==> src/include/cmp_defs.vh <==
// constants for the analog comparator control block
// Operation
// - keeps running in wait, irq wakes
// - comparator and dac keep running in stop3
// - enabled edge irq wakes from stop3
// - stop3 exit by irq keeps settings
// - stop3 exit by reset restores defaults
// - runs normally in background debug
// - pin enable gates output onto pin
// - six-bit dac code, 64 taps
// - dac reference supply or bandgap
// - edge detect rising, falling or both
// - optional output inversion
// - three selectable comparator inputs, code 10 reserved
// - four 8-bit registers reset to zero
// - edge select 00/10 fall,01 rise,11 both
// - flag set three clocks late, write0 clears
// - input select 00 ref0,01 ref1,11 dac
`ifndef CMP_DEFS_VH
`define CMP_DEFS_VH
`define CMP_ADDR_W 6
`define CMP_ADDR_CS 6'h2c
`define CMP_ADDR_C0 6'h2d
`define CMP_ADDR_C1 6'h2e
`define CMP_ADDR_C2 6'h2f
`define CMP_ADDR_IRQ_STATUS 6'h30
`define CMP_ADDR_IRQ_CLEAR 6'h31
`define CMP_ADDR_IRQ_ENABLE 6'h32
`define CMP_RESET_BYTE 8'h00
`define CMP_UNMAPPED_READ 32'h00000000
`define CS_ENABLE 7
`define CS_HYST 6
`define CS_FLAG 5
`define CS_IRQ_EN 4
`define CS_LEVEL 3
`define CS_PIN_EN 2
`define CS_MODE_HI 1
`define CS_MODE_LO 0
`define C0_POS_HI 5
`define C0_POS_LO 4
`define C0_NEG_HI 1
`define C0_NEG_LO 0
`define C0_WRITE_MASK 8'h33
`define C1_DAC_HI 5
`define C1_DAC_LO 0
`define C1_REF_SEL 6
`define C1_INVERT 7
`define MODE_FALL_A 2'h0
`define MODE_RISE 2'h1
`define MODE_FALL_B 2'h2
`define MODE_BOTH 2'h3
`define SEL_EXT0 2'h0
`define SEL_EXT1 2'h1
`define SEL_RSVD 2'h2
`define SEL_DAC 2'h3
`define STAT_EDGE 0
`define STAT_W 1
`endif

==> src/hw/analog_comparator_ctrl.v <==
// register file and edge logic wrapping the analog comparator core
//
// Local design decision: the Avalon-MM register port.
`timescale 1ns/1ps
`default_nettype none
`include "cmp_defs.vh"
module analog_comparator_ctrl #(
	parameter DAC_BITS = 6,
	parameter SYNC_STAGES = 2
) (
	input wire CORE_CLK_I,
	input wire RST_I,
	input wire [`CMP_ADDR_W-1:0] AVS_ADDRESS_I,
	input wire AVS_READ_I,
	input wire AVS_WRITE_I,
	input wire [31:0] AVS_WRITEDATA_I,
	input wire [3:0] AVS_BYTEENABLE_I,
	output reg [31:0] AVS_READDATA_O,
	output wire AVS_WAITREQUEST_O,
	input wire COMPARATOR_RAW_I,
	output wire COMPARATOR_ENABLE_O,
	output wire HYSTERESIS_SEL_O,
	output wire [1:0] POSITIVE_INPUT_SELECT_O,
	output wire [1:0] NEGATIVE_INPUT_SELECT_O,
	output wire [DAC_BITS-1:0] DAC_CODE_O,
	output wire DAC_REF_SEL_O,
	output wire DAC_ENABLE_O,
	output wire [7:0] CONTROL_TWO_O,
	output reg PIN_OUT_O,
	output wire PIN_OE_O,
	output wire EDGE_IRQ_O,
	output wire IRQ_O
);
	reg [7:0] cs_reg;
	reg [7:0] in_sel;
	reg [7:0] ctrl_one;
	reg [7:0] ctrl_two;
	reg [`STAT_W-1:0] irq_status;
	reg [`STAT_W-1:0] irq_enable;
	reg sync_a;
	reg sync_b;
	reg level_q;
	reg ack;
	reg [31:0] next_readdata;
	wire enable = cs_reg[`CS_ENABLE];
	wire [1:0] mode = cs_reg[`CS_MODE_HI:`CS_MODE_LO];
	wire acc = (AVS_READ_I | AVS_WRITE_I) & ~ack;
	// a write lands only at the edge where waitrequest is seen low
	wire wr = AVS_WRITE_I & ack & AVS_BYTEENABLE_I[0];
	wire [7:0] wb = AVS_WRITEDATA_I[7:0];
	wire rise;
	wire fall;
	wire edge_hit;
	wire flag_clr;
	// one wait state per access; readdata stands by the taking edge
	assign AVS_WAITREQUEST_O = acc;
	// no clock gating in wait, stop3 or debug: logic simply runs on
	assign COMPARATOR_ENABLE_O = enable;
	assign DAC_ENABLE_O = enable;
	assign HYSTERESIS_SEL_O = cs_reg[`CS_HYST];
	assign POSITIVE_INPUT_SELECT_O = in_sel[`C0_POS_HI:`C0_POS_LO];
	assign NEGATIVE_INPUT_SELECT_O = in_sel[`C0_NEG_HI:`C0_NEG_LO];
	assign DAC_CODE_O = ctrl_one[DAC_BITS-1:0];
	assign DAC_REF_SEL_O = ctrl_one[`C1_REF_SEL];
	assign CONTROL_TWO_O = ctrl_two;
	// first stage feeds only the second; inversion applied after sync
	always @(posedge CORE_CLK_I or posedge RST_I) begin
		if (RST_I) begin
			sync_a <= 1'b0;
			sync_b <= 1'b0;
			level_q <= 1'b0;
		end else begin
			sync_a <= COMPARATOR_RAW_I;
			sync_b <= sync_a;
			level_q <= enable & (sync_b ^ ctrl_one[`C1_INVERT]);
		end
	end
	// edge appears at level_q three clocks after the raw edge
	assign rise = ~level_q & enable & (sync_b ^ ctrl_one[`C1_INVERT]);
	assign fall = level_q & ~(enable & (sync_b ^ ctrl_one[`C1_INVERT]));
	assign edge_hit = (mode == `MODE_RISE) ? rise :
		(mode == `MODE_BOTH) ? (rise | fall) : fall;
	assign flag_clr = wr & (AVS_ADDRESS_I == `CMP_ADDR_CS) &
		~wb[`CS_FLAG];
	always @(posedge CORE_CLK_I or posedge RST_I) begin
		if (RST_I) begin
			cs_reg <= `CMP_RESET_BYTE;
			in_sel <= `CMP_RESET_BYTE;
			ctrl_one <= `CMP_RESET_BYTE;
			ctrl_two <= `CMP_RESET_BYTE;
			irq_status <= {`STAT_W{1'b0}};
			irq_enable <= {`STAT_W{1'b0}};
			ack <= 1'b0;
			AVS_READDATA_O <= `CMP_UNMAPPED_READ;
			PIN_OUT_O <= 1'b0;
		end else begin
			ack <= acc;
			PIN_OUT_O <= level_q & cs_reg[`CS_PIN_EN];
			// set wins over a same-cycle clear
			if (edge_hit)
				cs_reg[`CS_FLAG] <= 1'b1;
			else if (flag_clr)
				cs_reg[`CS_FLAG] <= 1'b0;
			if (edge_hit)
				irq_status[`STAT_EDGE] <= 1'b1;
			else if (wr && AVS_ADDRESS_I == `CMP_ADDR_IRQ_CLEAR &&
				wb[`STAT_EDGE])
				irq_status[`STAT_EDGE] <= 1'b0;
			if (wr) begin
				case (AVS_ADDRESS_I)
				`CMP_ADDR_CS: begin
					cs_reg[`CS_ENABLE] <= wb[`CS_ENABLE];
					cs_reg[`CS_HYST] <= wb[`CS_HYST];
					cs_reg[`CS_IRQ_EN] <= wb[`CS_IRQ_EN];
					cs_reg[`CS_PIN_EN] <= wb[`CS_PIN_EN];
					cs_reg[`CS_MODE_HI:`CS_MODE_LO] <=
						wb[`CS_MODE_HI:`CS_MODE_LO];
				end
				`CMP_ADDR_C0: in_sel <= wb & `C0_WRITE_MASK;
				`CMP_ADDR_C1: ctrl_one <= wb;
				`CMP_ADDR_C2: ctrl_two <= wb;
				`CMP_ADDR_IRQ_ENABLE: irq_enable <= wb[`STAT_W-1:0];
				default: ;
				endcase
			end
			if (acc)
				AVS_READDATA_O <= next_readdata;
		end
	end
	always @* begin
		next_readdata = `CMP_UNMAPPED_READ;
		if (AVS_READ_I) begin
			case (AVS_ADDRESS_I)
			`CMP_ADDR_CS: begin
				next_readdata[7:0] = cs_reg;
				next_readdata[`CS_LEVEL] = level_q;
			end
			`CMP_ADDR_C0: next_readdata[7:0] = in_sel;
			`CMP_ADDR_C1: next_readdata[7:0] = ctrl_one;
			`CMP_ADDR_C2: next_readdata[7:0] = ctrl_two;
			`CMP_ADDR_IRQ_STATUS: next_readdata[`STAT_W-1:0] = irq_status;
			`CMP_ADDR_IRQ_ENABLE: next_readdata[`STAT_W-1:0] = irq_enable;
			default: next_readdata = `CMP_UNMAPPED_READ;
			endcase
		end
	end
	// settings persist across stop3 since only reset or a register write changes them
	assign EDGE_IRQ_O = cs_reg[`CS_FLAG] & cs_reg[`CS_IRQ_EN];
	assign IRQ_O = |(irq_status & irq_enable);
	assign PIN_OE_O = cs_reg[`CS_PIN_EN];
endmodule // analog_comparator_ctrl
`default_nettype wire

==> config.mk <==
export PLATFORM = sky130hd
export DESIGN_NAME = analog_comparator_ctrl
export DESIGN_NICKNAME = d
export VERILOG_FILES = /design/src/hw/analog_comparator_ctrl.v
export VERILOG_INCLUDE_DIRS = /design/src /design/src/include
export SDC_FILE = /design/constraint.sdc
export NUM_CORES = 1
export LEC_CHECK = 0
export ABC_CLOCK_PERIOD_IN_PS = 2300
export BUFFER_PORTS_ARGS = -buffer_cell sky130_fd_sc_hd__buf_2
export CAP_MARGIN = 10
export CORE_ASPECT_RATIO = 0.8
export CORE_MARGIN = 3
export CORE_UTILIZATION = 30
export DETAILED_ROUTE_END_ITERATION = 12
export GPL_ROUTABILITY_DRIVEN = 1
export PLACE_DENSITY = 0.57
export SYNTH_ARGS = -nofsm -noshare
export SYNTH_HDL_FRONTEND = slang
export SYNTH_SLANG_ARGS = --single-unit
==> constraint.sdc <==
create_clock -name CORE_CLK_I -period 2.3 [get_ports CORE_CLK_I]
set_clock_uncertainty 0.15 [all_clocks]
set_input_delay 0.345 -clock CORE_CLK_I [delete_from_list [all_inputs] [get_ports CORE_CLK_I]]
set_output_delay 0.345 -clock CORE_CLK_I [all_outputs]
set_load 0.01 [all_outputs]
After elaboration in Yosys (flattened, before gate mapping) --
Index checks and enable logic that the tools add are counted.
Cells by class: muxes and demuxes 9, reductions and logical operators 9, bitwise logic cells 19, equality and inequality tests 9
Operators by type and width (count):
- == test 6 bit (second input constant) | 7
- one-hot mux 7 bit (4 select lines) | 1
- AND 1 bit | 12
- AND reduction 2 bit | 5
- 2-to-1 mux 8 bit | 1
- 2-to-1 mux 1 bit | 6
- one-hot mux 1 bit (6 select lines) | 1
- inverter 1 bit | 4
- nonzero test 2 bit | 2
- == test 2 x 1 -> 1 bit (second input constant) | 1
- == test 2 bit (second input constant) | 1
- logical AND 1 bit | 2
- OR 1 bit | 2
- bitwise XOR 1 bit | 1
Word-level totals: word-level logic and storage cells 60, bits of input ports 47, bits in registers 66, output and inout bits 59

Depth between registers and ports, before layout --
word-level depth 8, depth in mapped cells 5, gate-level depth less buffers 3

Worst setup path after synthesis --
OpenSTA, ideal clock, no wires.
kind input-to-reg, start input port AVS_ADDRESS_I[1], end register cs_reg[7], in the netlist COMPARATOR_ENABLE_O, required time 2.025 ns, path slack 0.545 ns, arrival 1.480 ns, cell stages on the path 4, cell sequence buf_2 -> or4_1 -> buf_2 -> mux2_4
On the way: word-level cells in the longest chain between the ends 2
RTL lines:
- start, declared | line analog_comparator_ctrl.v:13 | input wire [`CMP_ADDR_W-1:0] AVS_ADDRESS_I,
- == test 6 bit | line analog_comparator_ctrl.v:110 | case (AVS_ADDRESS_I)
- AND reduction 2 bit (no line)
- end signal, assigned by index | line analog_comparator_ctrl.v:112 | cs_reg[`CS_ENABLE] <= wb[`CS_ENABLE];
- end signal, assigned by index | line analog_comparator_ctrl.v:113 | cs_reg[`CS_HYST] <= wb[`CS_HYST];
- end signal, assigned by index | line analog_comparator_ctrl.v:114 | cs_reg[`CS_IRQ_EN] <= wb[`CS_IRQ_EN];
- end, declared | line analog_comparator_ctrl.v:34 | reg [7:0] cs_reg;
Every way passes these cells. A chain may end at the register's enable or synchronous reset.

Final worst setup path --
start register ack, end register ctrl_two[0], in the netlist CONTROL_TWO_O[0]
On the way: word-level cells in the longest chain between the ends 3
RTL lines:
- start, declared | line analog_comparator_ctrl.v:43 | reg ack;
- start signal, assigned | line analog_comparator_ctrl.v:93 | ack <= 1'b0;
- start signal, assigned | line analog_comparator_ctrl.v:97 | ack <= acc;
- AND 1 bit (2 in a row) | line analog_comparator_ctrl.v:49 | wire wr = AVS_WRITE_I & ack & AVS_BYTEENABLE_I[0];
- AND reduction 2 bit (no line)
- end signal, assigned | line analog_comparator_ctrl.v:90 | ctrl_two <= `CMP_RESET_BYTE;
- end signal, assigned | line analog_comparator_ctrl.v:121 | `CMP_ADDR_C2: ctrl_two <= wb;
- end, declared | line analog_comparator_ctrl.v:37 | reg [7:0] ctrl_two;
Every way passes these cells.

==> out/results.txt <==
Status: completed
Final Hold Fails: 0
Nature of the critical path startpoint: register
Data required time of the worst path: 2.32 ns
Sequential power share: 0.519
Worst path max stage delay: 0.36 ns
Root Driver: clkbuf_8
CP endpoint: CONTROL_TWO_O[0]$_DFFE_PP0P_
Combinational share of power: 0.120
Final min period: 1.82 ns
HP Class: input port to asynchronous set/reset pin
Post-Place Cell Area: 2390 um^2
Vias: 1367
Worst slew margin: 0.649
1st-iter DRT viols: 95
Final period util: 0.791
Main synth FF type: dfrtp_1
Number of detailed-route iterations in the first pass: 4
CP Class: register to register
Nets: 268
First-pass GRT wire length: 7140 um
Clock Latency Late Sink: 0.29 ns
GR Util met3: 0.0378
Register-to-register setup slack: 0.48 ns
Area delta synth->final: 18.9%
Worst-margin pin slew: 0.526 ns
Clock Sinks: 42
Post-layout util: 0.381
CTS max path bufs: 2
Hold-fix buffers, CTS: 0
Power Dens Cells: 604 nW/um^2
Distinct cells, synth: 31
# Max-Cap Violations: 0
WP depth: 5
Total gr overflow: 0
Largest net degree at the start of global routing: 43
Number of flops mapped to enable cells by yosys: 0
GRT Total Usage: 0.116
CP delay by family, top: simple AND/OR/NAND/NOR gates
Layout cell share with drive strength beyond 1: 0.482
DR DRC count: 0
Die W: 99.9 um
P_sw: 0.370 mW
Met2 usage: 0.162
Post-CTS Setup Inserts: 0
Yosys reg bits: 42
Ys Warns: 0
R2r worst-path depth: 5
Crit-path most repeated cell: buf_4
Final Instance Count excl. Fillers: 306
Cell count after synthesis: 162
GRT met1 Usage: 0.166
Most frequent cells in the layout: 54 x buf_2, 42 x dfrtp_1, 24 x conb_1
Final setup violation count: 0
Routed vias/inst: 4.47
Cells after DPL: 297
Filler cells: 661
CP endpoint kind: register
RSZ-0062 raised after global routing: no
I/O pin total: 106
Mean Syn Cell Area: 13.1 um^2
Max Fanout on Critical Path: 6
Fraction of registers with async set/reset: 1.00
Num CTS Buffers: 5
GPL Wtd Cong: 0.714
WL final: 4580 um
Initial antenna violation count: 0
Core footprint: 6600 um^2
Worst flop-to-flop path endpoint: CONTROL_TWO_O[0]$_DFFE_PP0P_
Most common cell after layout, fill and taps aside: buf_2
Remaining antenna violation count: 0
Peak VDD IR: 367 uV
Static leakage: 1.35 nW
PortBufs: 54
Max Transition Viols Final: 0
TNS Setup: 0 ns
Int Pwr: 1.15 mW
Routed len/inst: 15.0 um
H-tree levels: 2
Design Area, Final: 2510 um^2
Clock slew at reported path FFs: 0.08 ns
Vias in the first global route: 1304
R2r startpoint: ack$_DFF_PP0_
TritonCTS clock tree: yes
# resized after CTS: 0
Switching portion of total power: 0.244
Clk pwr share: 0.361
Vert. Die Dim: 81.1 um
Site Rows: 26
Fmax: 549 MHz
Worst path buffer plus inverter count: 2
Crit-path slowest cell: dfrtp_1
Sequential-to-total area share from yosys stat: 0.497
Critical-path cell list: nand3_1 -> buf_4 -> nor3_2 -> buf_4 -> mux2_2
Grt peak-use layer: met1
Hpwl dp: 3520 um
Worst Setup SP: ack$_DFF_PP0_
Starting Density: 0.320
Diode count: 0
Mapped Area: 2110 um^2
CP arrival: 1.84 ns
Die area: 8100 um^2
cell usage after synthesis (2+ instances only):
cell      instances  area [um^2]
dfrtp_1          42         1050
buf_4            31          233
mux2_2           21          236
a22o_1            7         61.3
nand3_1           7         35.0
mux2_4            6         90.1
mux2i_1           5         50.1
and2_1            4         25.0
buf_2             4         20.0
inv_1             4         15.0
mux4_2            4         90.1
o21ai_0           4         20.0
a221o_1           2         20.0
nand2b_1          2         12.5
nor3_2            2         20.0
o31ai_1           2         15.0
per-stage QoR:
| stage | power (mW) | hold WS, ns | setup WS, ns |
|---|---|---|---|
| 4_1_cts | 1.54 | 0.000847 | 0.481 |
| 3_5_place_dp | 0.988 | 0.186 | 0.283 |
| 6_report | 1.52 | 0.0223 | 0.480 |
| 3_3_place_gp | 0.986 | 0.184 | 0.268 |
| 5_1_grt | 1.59 | 0.0768 | 0.397 |
| 2_1_floorplan | 0.948 | 0.181 | 0.545 |
power groups by stage:
stage,registers (mW),logic (mW),clock network (mW)
finish,0.789,0.182,0.548
CTS,0.789,0.184,0.566
detailed placement,0.804,0.184,0
global route,0.794,0.202,0.596
floorplan,0.805,0.143,0
global placement,0.803,0.183,0
metal layers:
| metal | routed length [um] | share of wire | vias to the layer above |
|---|---|---|---|
| li1 | - | - | 644 |
| met2 | 1930 | 0.42 | 55 |
| met1 | 2170 | 0.47 | 662 |
| met3 | 417 | 0.091 | 6 |
| met4 | 61 | 0.013 | 0 |
| met5 | 0 | 0 | - |
worst min-delay path by stage:
stage / start / end / slack [ns] / cells after the start
floorplan: sync_a$_DFF_PP0_ / sync_b$_DFF_PP0_ / 0.18 / 0
CTS: COMPARATOR_RAW_I / sync_a$_DFF_PP0_ / 0.0008 / 1
global route: RST_I / ctrl_one[6]$_DFFE_PP0P_ / 0.08 / 3
finish: RST_I / in_sel[0]$_DFFE_PP0P_ / 0.02 / 3
detailed placement: sync_a$_DFF_PP0_ / sync_b$_DFF_PP0_ / 0.19 / 0
global placement: sync_a$_DFF_PP0_ / sync_b$_DFF_PP0_ / 0.18 / 0
worst reg2reg max path: stages, from the launching register on:
cell     delay (ns)
dfrtp_1        0.36
nand3_1        0.11
buf_4          0.18
nor3_2         0.36
buf_4          0.22
mux2_2         0.33
area by class of cell:
type                            instances  area [um^2]  share of cell area
Sequential cell                        42         1050               0.418
Inverter                                4         15.0             0.00597
Clock buffer                            8          110              0.0438
Timing Repair Buffer                   65          355               0.141
Multi-Input combinational cell        103          878               0.349
Tap cell                               84          105              0.0418
logic make-up after synthesis:
kind of cell | synth area share
AO/OA/AOI/OAI | 0.0586
XOR/XNOR | 0.00414
buffers and inverters | 0.128
flip-flops | 0.497
multiplexers | 0.221
other | 0.00177
AND/OR/NAND/NOR | 0.0893
No activity file was read; power rests on OpenSTA's default activity.
